===== config.mk =====
export PLATFORM = sky130hd
export DESIGN_NAME = hcbg_top
export DESIGN_NICKNAME = d
export VERILOG_FILES = /design/src/design/hcbg_top.v
export VERILOG_INCLUDE_DIRS = /design/src /design/src/inc
export SDC_FILE = /design/constraint.sdc
export NUM_CORES = 2
export LEC_CHECK = 0
export BUFFER_PORTS_ARGS = -buffer_cell sky130_fd_sc_hd__buf_2
export CORE_ASPECT_RATIO = 0.9
export CORE_MARGIN = 4
export CORE_UTILIZATION = 45
export CTS_BUF_LIST = sky130_fd_sc_hd__clkbuf_16
export DETAILED_ROUTE_END_ITERATION = 12
export HOLD_SLACK_MARGIN = 0.08
export PLACE_DENSITY = 0.64
export SYNTH_ARGS = -nofsm -noshare
export SYNTH_HDL_FRONTEND = slang
export SYNTH_SLANG_ARGS = --single-unit

===== constraint.sdc =====
create_clock -name ref_clk -period 7.6 [get_ports ref_clk]
set_input_delay 0.76 -clock ref_clk [delete_from_list [all_inputs] [get_ports ref_clk]]
set_output_delay 0.76 -clock ref_clk [all_outputs]
set_load 0.01 [all_outputs]

===== src/inc/hcbg_defines.vh =====
/*
 * Constants for the horizontal clamp and blanking generator: the serial
 * frame layout, the configuration word map, field positions within the
 * control word, and the reset values.
 * Assumes one include per compile unit; the guard covers repeats.
 */
`ifndef HCBG_DEFINES_VH
`define HCBG_DEFINES_VH

// vertical sequences held in the pattern store
`define HCBG_NSEQ        4
`define HCBG_SEQ_W       2

// serial frame: 8 address bits then 16 data bits, msb first
`define HCBG_FRAME_BITS  5'h18
`define HCBG_FRAME_LAST  5'h17

// per-sequence word index (address bits [4:0], sequence in [6:5])
`define HCBG_IDX_CTRL    5'h00
`define HCBG_IDX_CLP_T1  5'h01
`define HCBG_IDX_CLP_T2  5'h02
`define HCBG_IDX_PB_T1   5'h03
`define HCBG_IDX_PB_T2   5'h04
`define HCBG_IDX_EVEN1   5'h05
`define HCBG_IDX_LEN     5'h0B
`define HCBG_IDX_REP     5'h0C
`define HCBG_IDX_ODD1    5'h0D

// control word fields
`define HCBG_CTRL_CLP_LVL 0
`define HCBG_CTRL_PB_LVL  1
`define HCBG_CTRL_BLK_LVL 2
`define HCBG_CTRL_ALT_LSB 4
`define HCBG_CTRL_ALT_MSB 6

// global line-mask words: base + area*4 + kind
`define HCBG_MASK_BASE   8'h80
`define HCBG_MASK_WORDS  12
`define HCBG_MK_CLP_FIRST 2'h0
`define HCBG_MK_CLP_LAST  2'h1
`define HCBG_MK_PB_FIRST  2'h2
`define HCBG_MK_PB_LAST   2'h3

// reset values
`define HCBG_TOG_NONE    13'h1FFF
`define HCBG_CTRL_RST    13'h0000
`define HCBG_MASK_RST    12'hFFF

// alternation modes
`define HCBG_ALT_NONE    3'h0
`define HCBG_ALT_ODD12   3'h1
`define HCBG_ALT_EVEN12  3'h2
`define HCBG_ALT_ODDSET  3'h3

`endif


===== src/design/hcbg_top.v =====
/*
 * Horizontal clamp, preblank and blanking generator with its 3-wire
 * serial configuration port and per-sequence pattern store.
 * Assumes pix_cnt, line_cnt and vertical_sequence_sel come from the field counters
 * on ref_clk, advanced by the one-cycle pix_en enable; the serial
 * pins are asynchronous and are synchronised here.
 */
`timescale 1ns/1ps
`include "hcbg_defines.vh"

module hcbg_top (
  ref_clk,       // 40 MHz system clock
  rst_n,         // synchronous reset, active low
  pix_en,        // pixel advance enable
  pix_cnt,       // pixel position within line
  line_cnt,      // line position within field
  vertical_sequence_sel,      // sequence of current field region
  hclk_one_in,   // phase one from timing core
  hclk_three_in, // phase three from timing core
  last_hclk_in,  // last h-clock from timing core
  ser_load_n,    // serial frame select, active low
  ser_clk,       // serial clock
  ser_data,      // serial data in
  black_level_clamp_pulse_n,    // clamp output, active low
  preblank_pulse_n,             // preblank output, active low
  horizontal_blanking,          // blanking active, high
  horizontal_clock_phase_one,   // gated phase one
  horizontal_clock_phase_two,   // gated phase two
  horizontal_clock_phase_three, // gated phase three
  horizontal_clock_phase_four,  // gated phase four
  last_horizontal_clock         // gated last h-clock
);
  input  wire        ref_clk;       // clock
  input  wire        rst_n;         // reset
  input  wire        pix_en;        // pixel enable
  input  wire [12:0] pix_cnt;       // pixel counter
  input  wire [11:0] line_cnt;      // line counter
  input  wire [1:0]  vertical_sequence_sel;      // sequence select
  input  wire        hclk_one_in;   // core phase one
  input  wire        hclk_three_in; // core phase three
  input  wire        last_hclk_in;  // core last clock
  input  wire        ser_load_n;    // serial select
  input  wire        ser_clk;       // serial clock
  input  wire        ser_data;      // serial data
  output reg         black_level_clamp_pulse_n;    // clamp
  output reg         preblank_pulse_n;             // preblank
  output reg         horizontal_blanking;          // blanking
  output reg         horizontal_clock_phase_one;   // h1
  output reg         horizontal_clock_phase_two;   // h2
  output reg         horizontal_clock_phase_three; // h3
  output reg         horizontal_clock_phase_four;  // h4
  output reg         last_horizontal_clock;        // hl

  //////////////////////////////////////////////////////////////////////
  // serial port: synchronise pins, shift frames, strobe a write
  //////////////////////////////////////////////////////////////////////
  reg  [2:0]  pin_meta_reg;  // first stage, read only by second
  reg  [2:0]  pin_sync_reg;  // {data, clk, load_n} synchronised
  reg         sck_prev_reg;  // for rising-edge detect
  reg  [4:0]  bit_cnt_reg;   // bits taken in this frame
  reg  [22:0] shift_reg;     // partial frame
  reg  [23:0] frame_reg;     // completed frame
  reg         wr_reg;        // one-cycle write strobe

  wire sck_rise = pin_sync_reg[1] & ~sck_prev_reg; // serial edge
  wire sel_act  = ~pin_sync_reg[0];                // frame open

  // sampling rate caps the serial clock at well under ref_clk / 4
  always @(posedge ref_clk) begin
    if (!rst_n) begin
      pin_meta_reg <= 3'h1;
      pin_sync_reg <= 3'h1;
      sck_prev_reg <= 1'b0;
      bit_cnt_reg  <= 5'h00;
      shift_reg    <= 23'h000000;
      frame_reg    <= 24'h000000;
      wr_reg       <= 1'b0;
    end else begin
      pin_meta_reg <= {ser_data, ser_clk, ser_load_n};
      pin_sync_reg <= pin_meta_reg;
      sck_prev_reg <= pin_sync_reg[1];
      wr_reg       <= 1'b0;
      if (!sel_act) begin // frame closed: restart count
        bit_cnt_reg <= 5'h00;
      end else if (sck_rise && bit_cnt_reg != `HCBG_FRAME_BITS) begin
        shift_reg   <= {shift_reg[21:0], pin_sync_reg[2]};
        bit_cnt_reg <= bit_cnt_reg + 5'h01;
        if (bit_cnt_reg == `HCBG_FRAME_LAST) begin // last bit in
          frame_reg <= {shift_reg, pin_sync_reg[2]};
          wr_reg    <= 1'b1;
        end
      end
    end
  end

  wire [7:0]  wr_addr = frame_reg[23:16]; // register address
  wire [15:0] wr_data = frame_reg[15:0];  // register data

  //////////////////////////////////////////////////////////////////////
  // configuration store: per-sequence words and global line masks
  //////////////////////////////////////////////////////////////////////
  reg [12:0] cfg_mem  [0:127];                   // {seq, idx}
  reg [11:0] mask_mem [0:`HCBG_MASK_WORDS-1];    // area*4+kind
  integer    i;                                  // reset loop index

  // toggles reset parked at 8191 so nothing moves before programming
  always @(posedge ref_clk) begin
    if (!rst_n) begin
      for (i = 0; i < 128; i = i + 1) begin
        if (i % 32 == 0) begin
          cfg_mem[i] <= `HCBG_CTRL_RST;
        end else begin
          cfg_mem[i] <= `HCBG_TOG_NONE;
        end
      end
      for (i = 0; i < `HCBG_MASK_WORDS; i = i + 1) begin
        mask_mem[i] <= `HCBG_MASK_RST;
      end
    end else if (wr_reg) begin
      if (!wr_addr[7]) begin // per-sequence word
        cfg_mem[wr_addr[6:0]] <= wr_data[12:0];
      end else if (wr_addr[6:4] == 3'h0 &&
                   wr_addr[3:0] < 4'hC) begin // global mask word
        mask_mem[wr_addr[3:0]] <= wr_data[11:0];
      end
    end
  end

  //////////////////////////////////////////////////////////////////////
  // line-start snapshot: sequence, parity and mask decisions
  //////////////////////////////////////////////////////////////////////
  wire        line_start = pix_en && (pix_cnt == 13'h0000);
  reg  [1:0]  seq_l_reg;      // sequence for this line
  reg         odd_l_reg;      // line parity for this line
  reg         clp_mask_l_reg; // clamp suppressed this line
  reg         pb_mask_l_reg;  // preblank suppressed this line
  wire [2:0]  clp_in_area;    // line inside clamp area
  wire [2:0]  pb_in_area;     // line inside preblank area

  genvar a;
  generate
    for (a = 0; a < 3; a = a + 1) begin : g_area
      wire [11:0] cf = mask_mem[a*4 + 0];
      wire [11:0] cl = mask_mem[a*4 + 1];
      wire [11:0] pf = mask_mem[a*4 + 2];
      wire [11:0] pl = mask_mem[a*4 + 3];
      // inclusive window, area off when parked at 0xFFF
      assign clp_in_area[a] = (cf != `HCBG_MASK_RST) &&
                              (cl != `HCBG_MASK_RST) &&
                              (line_cnt >= cf) && (line_cnt <= cl);
      assign pb_in_area[a]  = (pf != `HCBG_MASK_RST) &&
                              (pl != `HCBG_MASK_RST) &&
                              (line_cnt >= pf) && (line_cnt <= pl);
    end
  endgenerate

  // masks and parity settle once, before any toggle of the line
  always @(posedge ref_clk) begin
    if (!rst_n) begin
      seq_l_reg      <= 2'h0;
      odd_l_reg      <= 1'b0;
      clp_mask_l_reg <= 1'b0;
      pb_mask_l_reg  <= 1'b0;
    end else if (line_start) begin
      seq_l_reg      <= vertical_sequence_sel;
      odd_l_reg      <= line_cnt[0];
      clp_mask_l_reg <= |clp_in_area;
      pb_mask_l_reg  <= |pb_in_area;
    end
  end

  //////////////////////////////////////////////////////////////////////
  // per-line pattern words of the active sequence
  //////////////////////////////////////////////////////////////////////
  wire [12:0] ctrl_now = cfg_mem[{vertical_sequence_sel,  `HCBG_IDX_CTRL}];
  wire [12:0] ctrl_l   = cfg_mem[{seq_l_reg, `HCBG_IDX_CTRL}];
  wire [12:0] clp_t1   = cfg_mem[{seq_l_reg, `HCBG_IDX_CLP_T1}];
  wire [12:0] clp_t2   = cfg_mem[{seq_l_reg, `HCBG_IDX_CLP_T2}];
  wire [12:0] pb_t1    = cfg_mem[{seq_l_reg, `HCBG_IDX_PB_T1}];
  wire [12:0] pb_t2    = cfg_mem[{seq_l_reg, `HCBG_IDX_PB_T2}];
  wire [12:0] rep_len  = cfg_mem[{seq_l_reg, `HCBG_IDX_LEN}];
  wire [7:0]  rep_cnt  = cfg_mem[{seq_l_reg, `HCBG_IDX_REP}]
                         [7:0];
  wire [2:0]  alt_mode = ctrl_l[`HCBG_CTRL_ALT_MSB:`HCBG_CTRL_ALT_LSB];
  wire        blk_lvl  = ctrl_l[`HCBG_CTRL_BLK_LVL];

  // a position of 8191 never fires, so parked toggles stay silent
  function hit;
    input [12:0] pos;
    input [12:0] tog;
    begin
      hit = (pos == tog) && (tog != `HCBG_TOG_NONE);
    end
  endfunction

  //////////////////////////////////////////////////////////////////////
  // blanking toggle slots: mode decides which set fires on a line
  //////////////////////////////////////////////////////////////////////
  wire [12:0] even_tog [0:5]; // even-set positions
  wire [5:0]  slot_hit;       // direct-mode toggles firing now
  wire [3:0]  rpt_hit;        // repeat-mode offsets matching
  reg  [12:0] off_cnt_reg;    // offset inside repeat pattern

  genvar s;
  generate
    for (s = 0; s < 6; s = s + 1) begin : g_slot
      localparam integer IE = `HCBG_IDX_EVEN1 + s;
      localparam integer IO = `HCBG_IDX_ODD1 + s;
      wire [12:0] te = cfg_mem[{seq_l_reg, IE[4:0]}];
      wire [12:0] to = cfg_mem[{seq_l_reg, IO[4:0]}];
      reg         en;
      assign even_tog[s] = te;
      always @* begin
        case (alt_mode)
          `HCBG_ALT_NONE:   en = 1'b1;
          `HCBG_ALT_ODD12:  en = (s < 2) ? odd_l_reg
                                         : ~odd_l_reg;
          `HCBG_ALT_EVEN12: en = (s < 2) ? ~odd_l_reg
                                         : odd_l_reg;
          `HCBG_ALT_ODDSET: en = 1'b1;
          default:          en = 1'b0; // repeat modes use rpt_hit
        endcase
      end
      // odd lines in mode 3 take the odd set in place of the even
      assign slot_hit[s] = en && hit(pix_cnt,
        (alt_mode == `HCBG_ALT_ODDSET && odd_l_reg) ? to : te);
      if (s < 4) begin : g_rpt
        assign rpt_hit[s] = (off_cnt_reg == te) &&
                            (te != `HCBG_TOG_NONE);
      end
    end
  endgenerate

  //////////////////////////////////////////////////////////////////////
  // pulse state machines: next values
  //////////////////////////////////////////////////////////////////////
  reg        clp_lvl_reg;   // clamp level before masking
  reg        pb_lvl_reg;    // preblank level before masking
  reg        blk_reg;       // blanking active
  reg        in_rpt_reg;    // inside repeat window
  reg  [7:0] rep_left_reg;  // patterns still to play
  reg        clp_lvl_next;  // next clamp level
  reg        pb_lvl_next;   // next preblank level
  reg        blk_next;      // next blanking
  reg        in_rpt_next;   // next repeat-window flag
  reg  [7:0] rep_left_next; // next repeat count
  reg [12:0] off_cnt_next;  // next pattern offset
  reg        clp_mask_now;  // mask seen by this cycle's output
  reg        pb_mask_now;   // mask seen by this cycle's output

  wire rpt_mode = alt_mode[2]; // modes 4 to 7

  always @* begin
    clp_lvl_next  = clp_lvl_reg;
    pb_lvl_next   = pb_lvl_reg;
    blk_next      = blk_reg;
    in_rpt_next   = in_rpt_reg;
    rep_left_next = rep_left_reg;
    off_cnt_next  = off_cnt_reg;
    clp_mask_now  = clp_mask_l_reg;
    pb_mask_now   = pb_mask_l_reg;
    if (line_start) begin // new line: start levels of new sequence
      clp_lvl_next = ctrl_now[`HCBG_CTRL_CLP_LVL];
      pb_lvl_next  = ctrl_now[`HCBG_CTRL_PB_LVL];
      blk_next     = 1'b0;
      in_rpt_next  = 1'b0;
      clp_mask_now = |clp_in_area;
      pb_mask_now  = |pb_in_area;
    end else if (pix_en) begin
      // two toggles on one pixel cancel, as two flips would
      clp_lvl_next = clp_lvl_reg ^ hit(pix_cnt, clp_t1)
                                 ^ hit(pix_cnt, clp_t2);
      pb_lvl_next  = pb_lvl_reg ^ hit(pix_cnt, pb_t1)
                                ^ hit(pix_cnt, pb_t2);
      if (!rpt_mode) begin
        blk_next = blk_reg ^ (^slot_hit);
      end else if (hit(pix_cnt, even_tog[4])) begin // window opens
        blk_next      = 1'b1;
        in_rpt_next   = 1'b1;
        rep_left_next = rep_cnt;
        off_cnt_next  = (rep_len <= 13'h0001) ? 13'h0000 : 13'h0001;
      end else if (hit(pix_cnt, even_tog[5])) begin // window closes
        blk_next    = 1'b0;
        in_rpt_next = 1'b0;
      end else if (in_rpt_reg && rep_left_reg != 8'h00) begin
        blk_next = blk_reg ^ (^rpt_hit);
        if (off_cnt_reg + 13'h0001 >= rep_len) begin // pattern wraps
          off_cnt_next  = 13'h0000;
          rep_left_next = rep_left_reg - 8'h01;
        end else begin
          off_cnt_next = off_cnt_reg + 13'h0001;
        end
      end
    end
  end

  //////////////////////////////////////////////////////////////////////
  // state and output registers
  //////////////////////////////////////////////////////////////////////
  // outputs idle inactive: clamp and preblank high, no blanking
  always @(posedge ref_clk) begin
    if (!rst_n) begin
      clp_lvl_reg                  <= 1'b1;
      pb_lvl_reg                   <= 1'b1;
      blk_reg                      <= 1'b0;
      in_rpt_reg                   <= 1'b0;
      rep_left_reg                 <= 8'h00;
      off_cnt_reg                  <= 13'h0000;
      black_level_clamp_pulse_n    <= 1'b1;
      preblank_pulse_n             <= 1'b1;
      horizontal_blanking          <= 1'b0;
      horizontal_clock_phase_one   <= 1'b0;
      horizontal_clock_phase_two   <= 1'b1;
      horizontal_clock_phase_three <= 1'b0;
      horizontal_clock_phase_four  <= 1'b1;
      last_horizontal_clock        <= 1'b0;
    end else begin
      clp_lvl_reg  <= clp_lvl_next;
      pb_lvl_reg   <= pb_lvl_next;
      blk_reg      <= blk_next;
      in_rpt_reg   <= in_rpt_next;
      rep_left_reg <= rep_left_next;
      off_cnt_reg  <= off_cnt_next;
      // masked lines hold the pulse at its inactive high level
      black_level_clamp_pulse_n <= clp_mask_now | clp_lvl_next;
      preblank_pulse_n          <= pb_mask_now | pb_lvl_next;
      horizontal_blanking       <= blk_next;
      // phases two and four stay the inverses of one and three
      if (blk_next) begin
        horizontal_clock_phase_one   <= blk_lvl;
        horizontal_clock_phase_two   <= ~blk_lvl;
        horizontal_clock_phase_three <= blk_lvl;
        horizontal_clock_phase_four  <= ~blk_lvl;
        last_horizontal_clock        <= blk_lvl;
      end else begin
        horizontal_clock_phase_one   <= hclk_one_in;
        horizontal_clock_phase_two   <= ~hclk_one_in;
        horizontal_clock_phase_three <= hclk_three_in;
        horizontal_clock_phase_four  <= ~hclk_three_in;
        last_horizontal_clock        <= last_hclk_in;
      end
    end
  end

endmodule // hcbg_top


Word-level counts from Yosys, hierarchy flattened
Memories as Yosys holds them, arrays and structs flattened. A register that Yosys moved wholly into a read port is not among the register bits.
Index checks and enable logic that the tools add are counted.
Widths: inputs -> output; s select.
{"block": "word_totals", "n_memories": 2, "elab_cells": 270, "regBits": 97, "out_inout_bits": 8, "ram_bits": 1808, "input_bits": 36}
{"block": "classes", "muxes": 91, "magnitude_cmp": 15, "bitwise_logic": 18, "n_reduce_logical": 67, "eq_ne": 50, "add_sub_neg": 3}
{"name": "cfg_mem", "words": 128, "width": 13, "read_ports": 20, "rd_ports_with_merged_regs": 19, "wr": 128, "line": "hcbg_top.v:102", "source": "reg [12:0] cfg_mem [0:127];"}
{"name": "mask_mem", "words": 12, "width": 12, "read_ports": 12, "rd_ports_with_merged_regs": 0, "wr": 12, "line": "hcbg_top.v:103", "source": "reg [11:0] mask_mem [0:`HCBG_MASK_WORDS-1];"}
{"operator": "$mux 7", "n": 39}
{"operator": "$eq 13x13->1", "n": 16}
{"operator": "$ne 13x13->1 const B", "n": 16}
{"operator": "$ne 12x12->1 const B", "n": 12}
{"operator": "$mux 13", "n": 11}
{"operator": "$ge 12x12->1", "n": 6}
{"operator": "$le 12x12->1", "n": 6}
{"operator": "$logic_and 1x1->1", "n": 45}
{"operator": "$mux 1", "n": 33}
{"operator": "$mux 8", "n": 4}
{"operator": "$add 13x1->13 const B", "n": 1}
{"operator": "$ge 13x13->1", "n": 1}
{"operator": "$le 13x1->1 const B", "n": 1}
{"operator": "$logic_not 13->1", "n": 1}
{"operator": "$reduce_or 13->1", "n": 1}
{"operator": "$mux 12", "n": 1}
{"operator": "$reduce_or 12->1", "n": 1}
{"operator": "$not 1->1", "n": 9}
{"operator": "$reduce_or 3->1", "n": 3}
{"operator": "$reduce_bool 8->1", "n": 1}
{"operator": "$sub 8x1->8 const B", "n": 1}
{"operator": "$eq 3x2->1 const B", "n": 2}
{"operator": "$logic_not 3->1", "n": 2}
{"operator": "$pmux 1 s3", "n": 2}
{"operator": "18 further kinds", "n": 29}

Depth between registers and ports, before layout
{"block": "depth", "depth_word": 12, "depth_mapped": 25, "depth_no_buf": 16}

Least setup slack after synthesis
Ideal clock, no wire load.
{"block": "synth_path", "kind": "reg-to-reg", "start": "register (tool-made name)", "end": "register off_cnt_reg[11]", "setup_time_ns": 0.070, "period_less_slack_ns": 5.245, "t_arrival_ns": 5.174, "slack_ns": 2.355, "path_stages_with_launch": 25, "n_path_buf": 9, "cell_sequence": "dfxtp_1 buf_6 buf_6 buf_6 buf_6 buf_4 buf_4 buf_2 buf_2 mux4_2 inv_1 ha_1 nor2b_1 o21a_1 o21ai_0 nand2b_1 a21oi_1 o21ai_0 a21o_1 a21o_1 a211o_1 a211o_1 clkbuf_1 or3b_2 a21oi_1"}
{"item": "end signal, assigned", "line": "hcbg_top.v:323", "source": "off_cnt_reg <= off_cnt_next;"}
{"item": "end, declared", "line": "hcbg_top.v:202", "source": "reg [12:0] off_cnt_reg;"}

==> results.cfg <==
[die]
fp.dieW_um = 391
die_height_um = 353
initial_core_util_pct = 45.3
io_pins = 44
core_area_mm2 = 0.131
rows = 126
dieArea_mm2 = 0.138

[power_and_ir_drop]
p_leak_nw = 19.6
ir_drop_uv = 152
powerDensity_mw_per_mm2 = 209
p_clk_share_pct = 44.9
p_comb_share_pct = 3.0
p_seq_share_pct = 52.1
power.switching_w = 0.00301
p_int_w = 0.0106
p_sw_share_pct = 22.2

[timing]
fmax_mhz = 171
setup_tns_ns = 0
fin_crit_sh_pct = 77.1
relSlewSlack_pct = 13.5
rsz0062_at_grt = no
slew_violations = 0
hold_viol = 0
worst_pin_slew_ns = 1.30
period_needed_ns = 5.86
skew_ns = 0.0293
finalSetupViolCount = 0

[clock_tree]
clk_latency_ns = 0.78
clkTransAtPathRegs_ns = 0.06
htreeDepth = 4
cts_root_buf = clkbuf_16
cts_buffer_depth = 3
clock-sinks = 1180
hold_buffers = 0
cts_buffers = 130
ctsResizeCount = 0
cts_setup_buffers = 0
cts_tree = done

[layout]
multi_input_area_mm2 = 0.0226
register_area_mm2 = 0.0345
fill_cells = 11200
instances_no_fill = 6330
largest_reg_flops = 940
area_growth_pct = 9.40
nets = 4693
drive_gt1_share_pct = 23.7

[critical_path]
path_max_fanout = 39
rrSetupSlack_ns = 1.74
cp.arrival_ns = 6.52
crit_type = register to register
cp-start-kind = register
required_ns = 8.26
endpoint_kind = register

[synth]
synth_commonest_cells = 1084 x edfxtp_1, 534 x or3_1, 495 x or2_2, 348 x clkbuf_1, 273 x nand2_1
synth_area_per_cell_um2 = 12.8
synth_edf_count = 1084
synth_top_area_share_pct = 54.8
ys_seq_area_share_pct = 58.0
dominantRegCellSynth = edfxtp_1
synth_cells = 4643
ys_warn_count = 0
ys_ff_latch = 1180
synthDistinctLibCells = 81
synth_fp_nets = 4841
synth_top_cell_by_area = edfxtp_1
netlist_area_mm2 = 0.0594
yosysMostFrequentCell = edfxtp_1
yosys-top-cells-area = edfxtp_1 55%, mux4_2 8.7%, or3_1 5.6%, or2_2 5.2%, ha_1 3.4%
async_flop_share_pct = 0

[detailed_routing]
drtAntennaViolNets = 0
wl_um = 167000
drc_errors = 0
firstDrtPassIters = 5
wl_per_cell_um = 26.3
via_per_inst = 6.03
drt_iter0_markers = 4279
vias = 38200

[global_route]
grt_max_degree = 115
grt_first_pass_wirelength_um = 250000
grt.overflow.total = 0
grt_pass1_vias = 37800
grt_util_all_layers_pct = 24.2
grt_antenna_before_repair = 2

[status]
outcome = complete, no violations

[placed_design]
gp_congestion = 0.844
place_inst = 6091
dp_hpwl_um = 99400
portBuffers = 43

[hold_path]
hp-class = input pin to register

[job]
cap_violations = 0
==> kinds of logic after synthesis <==
group | synth area share (%)
muxes | 9.59
and+or+nand+nor | 17.6
buffers and inverters | 4.08
xor gates and xnor gates | 2.89
adders and majority gates | 3.41
AOI/OAI and AO/OA | 4.45
DFF | 58.0
==> power by group through the flow <==
stage	sequential [W]	combinational, W	clock (W)
6_report	0.00707	0.000406	0.00609
5_1_grt	0.00707	0.000434	0.00645
4_1_cts	0.00707	0.000404	0.00617
2_1_floorplan	0.00722	0.000217	0
3_3_place_gp	0.00721	0.000397	0
3_5_place_dp	0.00721	0.000402	0
==> cells in the final DEF (no fill, tap or decap), drive strengths merged, types with 87 or more instances in the layout <==
master,n
ha,162
buf,143
mux4,229
nand4,107
nand2,273
nand2b,87
a21oi,120
edfxtp,1084
o21ai,92
clkbuf,132
or3,534
inv,214
xnor2,141
dfxtp,96
or2,495
==> final cells by class <==
| class | instances | area share [%] |
|---|---|---|
| Tap cell | 1728 | 3.33 |
| Sequential cell | 1180 | 53.1 |
| Clock buffer | 132 | 5.08 |
| Clock inverter | 105 | 1.19 |
| Multi-Input combinational cell | 2866 | 34.7 |
| Antenna cell | 2 | 0.00770 |
| Timing Repair Buffer | 143 | 1.55 |
| Inverter | 174 | 1.00 |
==> path summary, 6_finish.rpt <==
path,endpoint,start,cells past startpoint
worst max-delay path,horizontal_clock_phase_two$_SDFF_PN1_,register,14
worst min-delay path,pin_meta_reg[0]$_SDFF_PN1_,ser_load_n,2
worst max register to register,horizontal_clock_phase_two$_SDFF_PN1_,register,14
worst min register to register,pin_sync_reg[0]$_SDFF_PN1_,pin_meta_reg[0]$_SDFF_PN1_,1
==> through the flow <==
step	power (W)	utilization (%)	cell area, µm²	setup slack, ns	hold slack (ns)
after global routing	0.0140	49.6	65000	1.50	0.149
final	0.0136	49.6	65000	1.74	0.163
after CTS	0.0136	49.6	65000	1.85	0.104
after floorplan	0.00743	-	59400	2.36	0.386
after detailed placement	0.00761	46.5	60900	1.91	0.397
after global placement	0.00761	46.5	60900	1.84	0.392
==> layer usage <==
metal / vias to the layer above / wire length [µm] / GRT usage [%]
met5: - / 8 / 0
met4: 2 / 5140 / 7.77
met3: 312 / 15300 / 4.89
met2: 1640 / 75700 / 37.1
met1: 19400 / 70600 / 34.7
li1: 16900 / - / -
==> worst max-delay path, stage by stage, from the launching register on <==
cell	delay, ns
dfxtp_4	0.86
mux4_2	0.67
and4b_2	0.83
buf_4	0.49
nand3_1	0.12
a211oi_1	0.32
a221oi_1	0.14
a21oi_1	0.17
nand4b_1	0.16
xnor2_1	0.56
a2111oi_1	0.13
xor2_1	0.21
a21oi_1	0.27
a2bb2oi_4	0.40
mux2_4	0.34
Note: power is estimated with default switching activity, not from simulation.
